## src/hdl/mtap_defs.svh

```systemverilog
`ifndef MTAP_DEFS_SVH
`define MTAP_DEFS_SVH
// least low time on the trigger pin, in ns, and in cycles at 100 MHz
`define MTAP_TRIG_LOW_NS 4000
`define MTAP_CLK_NS 10
`define MTAP_TRIG_LOW_CYC ((`MTAP_TRIG_LOW_NS + `MTAP_CLK_NS - 1) / `MTAP_CLK_NS)
// reset values of the pin controls
`define MTAP_RST_GPIO_OUT_EN 1'b0
`define MTAP_RST_ENABLE 1'b0
`define MTAP_RST_LATCH 1'b0
// width of the warning delay and critical filter counts
`define MTAP_DLY_W 8
// slave address: fixed prefix above the two pin codes, and its reset value
`define MTAP_ADDR_PREFIX 3'h4
`define MTAP_RST_SLAVE_ADDR 7'h40
`endif

```

## src/hdl/mtap_pkg.sv

```systemverilog
package mtap_pkg;
  typedef enum logic [1:0] {
    MTAP_IDLE = 2'b00,
    MTAP_LOW = 2'b01,
    MTAP_DONE = 2'b11
  } mtap_trig_t;
endpackage

```

## src/hdl/mtap_top.sv

```systemverilog
// Behaviour
// RULE1: trigger falling edge starts conversion in triggered mode
// RULE2: controller holds trigger low at least 4 us
// RULE3: trigger held low: each mode write starts conversion
// RULE4: gpio input or push-pull output, input after reset
// RULE5: critical open-drain low, filtered, reset disabled unlatched
// RULE6: over-limit open-drain low, reset disabled transparent
// RULE7: warning open-drain low, delayed, reset disabled unlatched
// RULE8: alert open-drain, masked, disabled after reset
// RULE9: address pins sampled at each bus transaction start
// RULE10: open-drain pulls low only when asserted and enabled
`timescale 1ns/1ps
`default_nettype none
`include "mtap_defs.svh"
module mtap_top
  import mtap_pkg::*;
#(
  parameter int DLY_W = `MTAP_DLY_W
) (
  input wire logic REF_CLK_I,
  input wire logic ARST_N_I,
  input wire logic TRIGGERED_MODE_I,
  input wire logic MODE_WRITE_I,
  input wire logic CONV_TRIG_N_I,
  output logic CONV_START_O,
  output logic TRIG_LOW_SHORT_O,
  input wire logic GPIO_OUT_EN_I,
  input wire logic GPIO_OUT_VAL_I,
  input wire logic GPIO_PIN_I,
  output logic GPIO_PIN_O,
  output logic GPIO_PIN_OE_O,
  output logic GPIO_IN_VAL_O,
  input wire logic CRIT_EN_I,
  input wire logic CRIT_LATCH_I,
  input wire logic [DLY_W-1:0] CRIT_FILT_I,
  input wire logic CRIT_COND_I,
  input wire logic OVER_EN_I,
  input wire logic OVER_LATCH_I,
  input wire logic OVER_COND_I,
  input wire logic WARN_EN_I,
  input wire logic WARN_LATCH_I,
  input wire logic [DLY_W-1:0] WARN_DLY_I,
  input wire logic WARN_COND_I,
  input wire logic FLAG_CLR_I,
  input wire logic [2:0] ALERT_MASK_I,
  output logic CRIT_O,
  output logic CRIT_OE_O,
  output logic OVER_O,
  output logic OVER_OE_O,
  output logic WARN_O,
  output logic WARN_OE_O,
  output logic ALERT_O,
  output logic ALERT_OE_O,
  input wire logic BUS_START_I,
  input wire logic [1:0] ADDR_SEL_LOW_I,
  input wire logic [1:0] ADDR_SEL_HIGH_I,
  output logic [6:0] SLAVE_ADDR_O
);
  localparam int LOW_CYC = `MTAP_TRIG_LOW_CYC;

  typedef struct packed {
    mtap_trig_t trig;
    logic [15:0] low_cnt;
    logic conv;
    logic short_low;
    logic gpio_oe;
    logic gpio_o;
    logic gpio_in;
    logic [DLY_W-1:0] crit_cnt;
    logic [DLY_W-1:0] warn_cnt;
    logic crit_flag;
    logic over_flag;
    logic warn_flag;
    logic crit_oe;
    logic over_oe;
    logic warn_oe;
    logic alert_oe;
    logic [6:0] addr;
  } mtap_state_t;

  mtap_state_t st_r;
  mtap_state_t st_nxt;
  logic [1:0] rst_sync_r;
  logic rst_n;

  ////////////////////////////////////////////////////////////////////////
  // reset release through two flops
  always_ff @(posedge REF_CLK_I or negedge ARST_N_I) begin
    if (!ARST_N_I) begin
      rst_sync_r <= 2'h0;
    end else begin
      rst_sync_r <= {rst_sync_r[0], 1'b1};
    end
  end
  assign rst_n = rst_sync_r[1];

  ////////////////////////////////////////////////////////////////////////
  // next-state logic
  always_comb begin
    logic crit_act;
    logic warn_act;
    crit_act = 1'b0;
    warn_act = 1'b0;
    st_nxt = st_r;
    st_nxt.conv = 1'b0;
    // trigger pin watcher; edge found against last sample
    unique case (st_r.trig)
      MTAP_IDLE: begin
        if (!CONV_TRIG_N_I) begin
          st_nxt.trig = MTAP_LOW;
          st_nxt.low_cnt = 16'h1;
          st_nxt.conv = TRIGGERED_MODE_I; // [RULE1]
        end
      end
      MTAP_LOW: begin
        if (CONV_TRIG_N_I) begin
          st_nxt.trig = MTAP_IDLE;
          // too-short pulse is flagged, conversion still stands
          st_nxt.short_low = (32'(st_r.low_cnt) < LOW_CYC); // [RULE2]
        end else if (32'(st_r.low_cnt) >= LOW_CYC) begin
          st_nxt.trig = MTAP_DONE;
        end else begin
          st_nxt.low_cnt = st_r.low_cnt + 16'h1;
        end
      end
      MTAP_DONE: begin
        if (CONV_TRIG_N_I) begin
          st_nxt.trig = MTAP_IDLE;
          st_nxt.short_low = 1'b0;
        end
      end
      // unused code 2'b10: fall back to idle rather than lock up
      default: begin
        st_nxt.trig = MTAP_IDLE;
      end
    endcase
    // pin held low in triggered mode: every mode write fires a conversion
    if (st_r.trig != MTAP_IDLE && !CONV_TRIG_N_I && TRIGGERED_MODE_I && MODE_WRITE_I) begin
      st_nxt.conv = 1'b1; // [RULE3]
    end
    // gpio direction and capture
    st_nxt.gpio_oe = GPIO_OUT_EN_I; // [RULE4]
    st_nxt.gpio_o = GPIO_OUT_VAL_I;
    st_nxt.gpio_in = GPIO_PIN_I;
    // critical filter: condition must hold for the filter count
    if (!CRIT_COND_I) begin
      st_nxt.crit_cnt = '0;
    end else if (st_r.crit_cnt < CRIT_FILT_I) begin
      st_nxt.crit_cnt = st_r.crit_cnt + DLY_W'(1);
    end
    crit_act = CRIT_COND_I && (st_r.crit_cnt >= CRIT_FILT_I); // [RULE5]
    // warning delay counter
    if (!WARN_COND_I) begin
      st_nxt.warn_cnt = '0;
    end else if (st_r.warn_cnt < WARN_DLY_I) begin
      st_nxt.warn_cnt = st_r.warn_cnt + DLY_W'(1);
    end
    warn_act = WARN_COND_I && (st_r.warn_cnt >= WARN_DLY_I); // [RULE7]
    // latched flags: a set in the clear cycle wins
    st_nxt.crit_flag = crit_act || (CRIT_LATCH_I && st_r.crit_flag && !FLAG_CLR_I);
    st_nxt.over_flag = OVER_COND_I || (OVER_LATCH_I && st_r.over_flag && !FLAG_CLR_I); // [RULE6]
    st_nxt.warn_flag = warn_act || (WARN_LATCH_I && st_r.warn_flag && !FLAG_CLR_I);
    // drive low only when flagged and enabled
    st_nxt.crit_oe = st_nxt.crit_flag && CRIT_EN_I; // [RULE10]
    st_nxt.over_oe = st_nxt.over_flag && OVER_EN_I;
    st_nxt.warn_oe = st_nxt.warn_flag && WARN_EN_I;
    st_nxt.alert_oe = |(ALERT_MASK_I & {st_nxt.crit_flag, st_nxt.over_flag, st_nxt.warn_flag}); // [RULE8]
    // slave address caught at each transaction start
    if (BUS_START_I) begin
      st_nxt.addr = {`MTAP_ADDR_PREFIX, ADDR_SEL_HIGH_I, ADDR_SEL_LOW_I}; // [RULE9]
    end
  end

  ////////////////////////////////////////////////////////////////////////
  // state register
  always_ff @(posedge REF_CLK_I or negedge rst_n) begin
    if (!rst_n) begin
      st_r <= '0;
      st_r.addr <= `MTAP_RST_SLAVE_ADDR;
    end else begin
      st_r <= st_nxt;
    end
  end

  assign CONV_START_O = st_r.conv;
  assign TRIG_LOW_SHORT_O = st_r.short_low;
  assign GPIO_PIN_O = st_r.gpio_o;
  assign GPIO_PIN_OE_O = st_r.gpio_oe;
  assign GPIO_IN_VAL_O = st_r.gpio_in;
  assign CRIT_O = 1'b0; // open-drain: only ever drives low
  assign OVER_O = 1'b0;
  assign WARN_O = 1'b0;
  assign ALERT_O = 1'b0;
  assign CRIT_OE_O = st_r.crit_oe;
  assign OVER_OE_O = st_r.over_oe;
  assign WARN_OE_O = st_r.warn_oe;
  assign ALERT_OE_O = st_r.alert_oe;
  assign SLAVE_ADDR_O = st_r.addr;

  ////////////////////////////////////////////////////////////////////////
  // checks
  trig_start_a: assert property (@(posedge REF_CLK_I) disable iff (!rst_n) // [RULE1]
    (st_r.trig == MTAP_IDLE && !CONV_TRIG_N_I && TRIGGERED_MODE_I) |=> CONV_START_O)
    else $error("falling trigger gave no conversion");
  held_write_a: assert property (@(posedge REF_CLK_I) disable iff (!rst_n) // [RULE3]
    (st_r.trig != MTAP_IDLE && !CONV_TRIG_N_I && TRIGGERED_MODE_I && MODE_WRITE_I) |=> CONV_START_O)
    else $error("mode write while held low gave no conversion");
  no_conv_a: assert property (@(posedge REF_CLK_I) disable iff (!rst_n) // [RULE1]
    !TRIGGERED_MODE_I |=> !CONV_START_O)
    else $error("conversion outside triggered mode");
  gpio_dir_a: assert property (@(posedge REF_CLK_I) disable iff (!rst_n) // [RULE4]
    !GPIO_OUT_EN_I |=> !GPIO_PIN_OE_O)
    else $error("gpio driven while input");
  crit_filt_a: assert property (@(posedge REF_CLK_I) disable iff (!rst_n) // [RULE5]
    (CRIT_EN_I && !CRIT_LATCH_I && !CRIT_COND_I) |=> !CRIT_OE_O)
    else $error("critical pulled without condition");
  over_fast_a: assert property (@(posedge REF_CLK_I) disable iff (!rst_n) // [RULE6]
    (OVER_EN_I && OVER_COND_I) |=> OVER_OE_O)
    else $error("over-limit not pulled");
  warn_dly_a: assert property (@(posedge REF_CLK_I) disable iff (!rst_n) // [RULE7]
    (WARN_EN_I && !WARN_LATCH_I && WARN_COND_I && $rose(WARN_COND_I) && WARN_DLY_I != '0) |=> !WARN_OE_O)
    else $error("warning not delayed");
  alert_mask_a: assert property (@(posedge REF_CLK_I) disable iff (!rst_n) // [RULE8]
    (ALERT_MASK_I == 3'h0) |=> !ALERT_OE_O)
    else $error("alert pulled while masked");
  addr_samp_a: assert property (@(posedge REF_CLK_I) disable iff (!rst_n) // [RULE9]
    BUS_START_I |=> (SLAVE_ADDR_O[3:0] == {$past(ADDR_SEL_HIGH_I), $past(ADDR_SEL_LOW_I)}))
    else $error("address not sampled");
  od_release_a: assert property (@(posedge REF_CLK_I) disable iff (!rst_n) // [RULE10]
    !WARN_EN_I |=> !WARN_OE_O)
    else $error("warning pulled while disabled");
endmodule
`default_nettype wire

```

## config.mk

```make
export PLATFORM = sky130hd
export DESIGN_NAME = mtap_top
export DESIGN_NICKNAME = d
export VERILOG_FILES = /design/src/hdl/mtap_pkg.sv /design/src/hdl/mtap_top.sv
export VERILOG_INCLUDE_DIRS = /design/src /design/src/hdl
export SDC_FILE = /design/constraint.sdc
export NUM_CORES = 1
export LEC_CHECK = 0
export BUFFER_PORTS_ARGS = -buffer_cell sky130_fd_sc_hd__buf_2
export CORE_MARGIN = 2
export CORE_UTILIZATION = 50
export DETAILED_ROUTE_END_ITERATION = 8
export PLACE_DENSITY_LB_ADDON = 0.15
export SLEW_MARGIN = 20
export SYNTH_ARGS = -nofsm -noshare
export SYNTH_HDL_FRONTEND = slang
export SYNTH_SLANG_ARGS = --single-unit
```

## constraint.sdc

```tcl
create_clock -name REF_CLK_I -period 4.6 [get_ports REF_CLK_I]
set_input_delay 0.23 -clock REF_CLK_I [delete_from_list [all_inputs] [get_ports REF_CLK_I]]
set_output_delay 0.23 -clock REF_CLK_I [all_outputs]
set_load 0.01 [all_outputs]
```

==> implementation parameters <==
Parameter                              Value

Power and ir drop
  Reg power frac ... 0.571
  Pleak ... 1.630 nW
  Clock share of power ... 0.308
  Combinational share of power ... 0.121
  Switching power summed over all nets ... 240.7 uW
  Switching power share of the total ... 0.2725
  Cell Int Power ... 642.6 uW
  Cell area power density ... 273.5 nW/um2
  Max VDD drop ... 0.0002112 V

Clock tree
  CTS tree ... built
  Largest buffer count on any clock path ... 2
  Number of buffers added by the clock tree synthesis step ... 5
  Clock-pin slew reported for the worst setup and hold paths after clock tree synthesis ... 0.10 ns
  Root buffer cell ... sky130_fd_sc_hd__clkbuf_8
  Number of clock sinks ... 52
  Buffers inserted by post-CTS timing repair ... 0
  Clock Latency Late Sink ... 0.31 ns
  CTS resizes ... 0
  Clock H-tree levels ... 2

Place
  Buffers added on ports ... 54
  Post-detailed-placement half-perimeter wirelength ... 3938 um
  Pre-CTS setup slack ... 2.307 ns
  Weighted congestion at the end of routability-driven global placement ... 0.8118

Global route
  Met2 usage in global routing ... 0.2974
  Global-route wire length before repair ... 9190 um
  Global Route met1 Usage ... 0.2481
  Busiest metal layer after global routing ... met2
  GRT Util Overall ... 0.1844
  Number of global-route vias before repair ... 2066
  Gr ovfl total ... 0
  Number of antenna violations at the first check in global routing ... 0
  Met3 Track Usage GR ... 0.03636
  Largest net degree at the start of global routing ... 51

Critical path
  Worst stage delay on the critical path ... 0.49 ns
  Largest driver fanout on the critical path ... 12
  FF-to-FF Start ... st_r[29]
  Sort of element at the start of the critical path ... register
  Required time of the critical path ... 4.84 ns
  End of the worst register-to-register path ... st_r[29]
  Worst Path Class, Setup ... register to register
  Arrival @ worst endpoint ... 2.52 ns
  Setup slack of the worst register-to-register path ... 2.31 ns
  Number of cells traversed by the worst register-to-register path ... 6
  Critical path endpoint category ... register
  Critical-path cell list ... ha_1, a21oi_1, o21ai_0, or3_1, nor3_1, mux2i_1
  Slowest cell on crit path ... sky130_fd_sc_hd__or3_1

STA
  Peak Freq ... 0.4373 GHz
  Clock skew ... 0.008060 ns
  Actual slew at the worst max-slew pin ... 0.9205 ns
  Worst-case headroom to the max-slew limit ... 0.3798
  Ratio of final minimum period to clock period ... 0.4972
  Unrepaired setup endpoints after global routing ... no
  Post-route setup slack ... 2.313 ns
  Setup Total Neg Slack ... 0 ns
  Number of max-slew violations in the final report ... 0
  Setup violation total in the final timing report ... 0
  Endpoints failing hold ... 0
  Final critical-path required period ... 2.287 ns

Logic synthesis
  Multiplexer fraction of the synthesized cell area ... 0.04458
  Adder and majority cell fraction of the synthesized area ... 0.08917
  Post-synth ARST share ... 1.000
  Dominant combinational cell family by area after synthesis ... simple AND/OR/NAND/NOR gates
  Average cell area after synthesis ... 9.847 um2
  FF+latch count, synth ... 52
  Complex-gate fraction of the synthesized area ... 0.1391
  Number of synthesis warnings ... 0
  Share of synthesized area occupied by flip-flops and latches ... 0.4637
  Post-Synth XOR/XNOR Area ... 0
  Ys flop type ... sky130_fd_sc_hd__dfrtp_1
  Post-synthesis cell type count ... 46
  Synth Cell Area ... 2806 um2
  Number of instances in the synthesized netlist ... 285
  Share of synthesized cell area in and, or, nand and nor gates ... 0.1966
  Number of enable flip-flop cells after synthesis ... 0

Worst hold path
  Worst hold path stage count ... 2
  Worst hold path endpoint ... WARN_OE_O
  Worst Min Path Start ... WARN_EN_I
  Type of the worst min-delay path ... input port to register

Floorplanning
  Total I/O pin count ... 62
  Total Die Area ... 6228 um2
  Row count ... 27
  Chip Width ... 78.92 um
  Placeable core region ... 5473 um2
  Vertical die dimension ... 78.92 um
  Initial Utilization ... 0.5128

Drt
  Iter 0 DRT Violations ... 81
  Total detailed-routing wirelength ... 5287 um
  Drt pass-1 iters ... 4
  Routed vias ... 2176
  Remaining antenna violation count after routing ... 0
  DRC viols ... 0
  Post-DR wirelength/cell ... 12.77 um
  Vias per Instance ... 5.256

Final layout
  Synthesis-to-finish area growth ... 15.07%
  Register with the most flip-flops ... st_r
  Leading cell type in the layout, fill and taps excluded ... sky130_fd_sc_hd__buf_2
  Ant. Diodes ... 0
  Fillcell total ... 510
  Largest register FFs ... 37
  Share of final-layout standard cells stronger than drive strength 1 ... 0.2105
  Number of nets in the finished design ... 403
  Final core utilization ... 0.5901
  Commonest cells after routing, fill and taps aside ... 54 x sky130_fd_sc_hd__buf_2, 51 x sky130_fd_sc_hd__dfrtp_1, 27 x sky130_fd_sc_hd__nand2_1, 22 x sky130_fd_sc_hd__inv_1, 20 x sky130_fd_sc_hd__ha_1

Run status
  Run status ... finished clean

Job
  Max-Cap Viols ... 0
==> cells in the mapped netlist (all sizes together) (8+ instances only) <==
cell	instances	area share
inv	22	0.029
ha	20	0.089
a21oi	13	0.023
o31ai	9	0.024
o21ai	16	0.029
nor2	9	0.012
nor2b	9	0.020
dfrtp	52	0.46
buf	11	0.029
nand2	27	0.036
mux2i	8	0.029
nand3	11	0.021
==> per-layer routing <==
layer / share of wire / vias to the layer above
li1: - / 1110
met1: 0.49 / 1003
met2: 0.44 / 53
met3: 0.049 / 10
met4: 0.022 / 0
met5: 0 / -
==> how the worst max path moves through the flow <==
| stage | start | end | slack [ns] | cells past startpoint |
|---|---|---|---|---|
| 3_3_place_gp | st_r[29] | st_r[29] | 2.40 | 6 |
| 5_1_grt | st_r[29] | st_r[29] | 2.02 | 6 |
| 2_1_floorplan | st_r[19] | st_r[20] | 2.52 | 6 |
| 4_1_cts | st_r[29] | st_r[29] | 2.29 | 6 |
| 3_5_place_dp | st_r[29] | st_r[29] | 2.31 | 6 |
| 6_report | st_r[29] | st_r[29] | 2.31 | 6 |
==> metrics by stage <==
stage                     power [mW]  area, um2  hold WS, ns  cells
final                         0.8833       3229       0.1255    414
after global routing          0.9394       3229       0.1242    414
after CTS                     0.8922       3197     0.002949    411
after detailed placement      0.6187       3093      0.01604    402
after global placement        0.6146       3093      0.01682    402
after floorplan               0.5818       2829     -0.06559    291
==> power groups by stage <==
stage | sequential (mW) | clock (mW) | combinational, mW
final | 0.505 | 0.272 | 0.107
after global routing | 0.511 | 0.305 | 0.124
after CTS | 0.505 | 0.281 | 0.106
after detailed placement | 0.514 | 0 | 0.104
after global placement | 0.513 | 0 | 0.101
after floorplan | 0.509 | 0 | 0.0731
==> worst max-delay path, delay by kind of cell (launching register included) <==
kind	cells	cell delay, ns
simple gates	2	0.74
compound gates	2	0.55
flops	1	0.41
fa+ha+maj	1	0.31
mux	1	0.21
==> cells by family (layout without fill, tap and decap cells) <==
| kind of cell | count (synthesis) | after routing |
|---|---|---|
| compound gates | 61 | 61 |
| fa+ha+maj | 20 | 20 |
| buf+inv | 37 | 88 |
| flops | 52 | 52 |
| mux | 12 | 12 |
| other cells | 2 | 8 |
| simple gates | 101 | 101 |
==> what timing repair did <==
action	4_1_cts	5_1_grt
hold buffers	1	3
setup endpoints to repair	0	0
endpoints found under the hold margin	2	3
==> cell type report <==
cell class | count | area [um2] | area share
well taps | 72 | 90.09 | 0.02790
clock buffers | 5 | 68.82 | 0.02131
repair buffers | 58 | 310.3 | 0.09609
clock inverters | 3 | 25.02 | 0.007749
inverters | 22 | 82.58 | 0.02557
multi-input cells | 202 | 1348 | 0.4173
flip-flops and latches | 52 | 1305 | 0.4041
(Power assumes the default switching activity.)
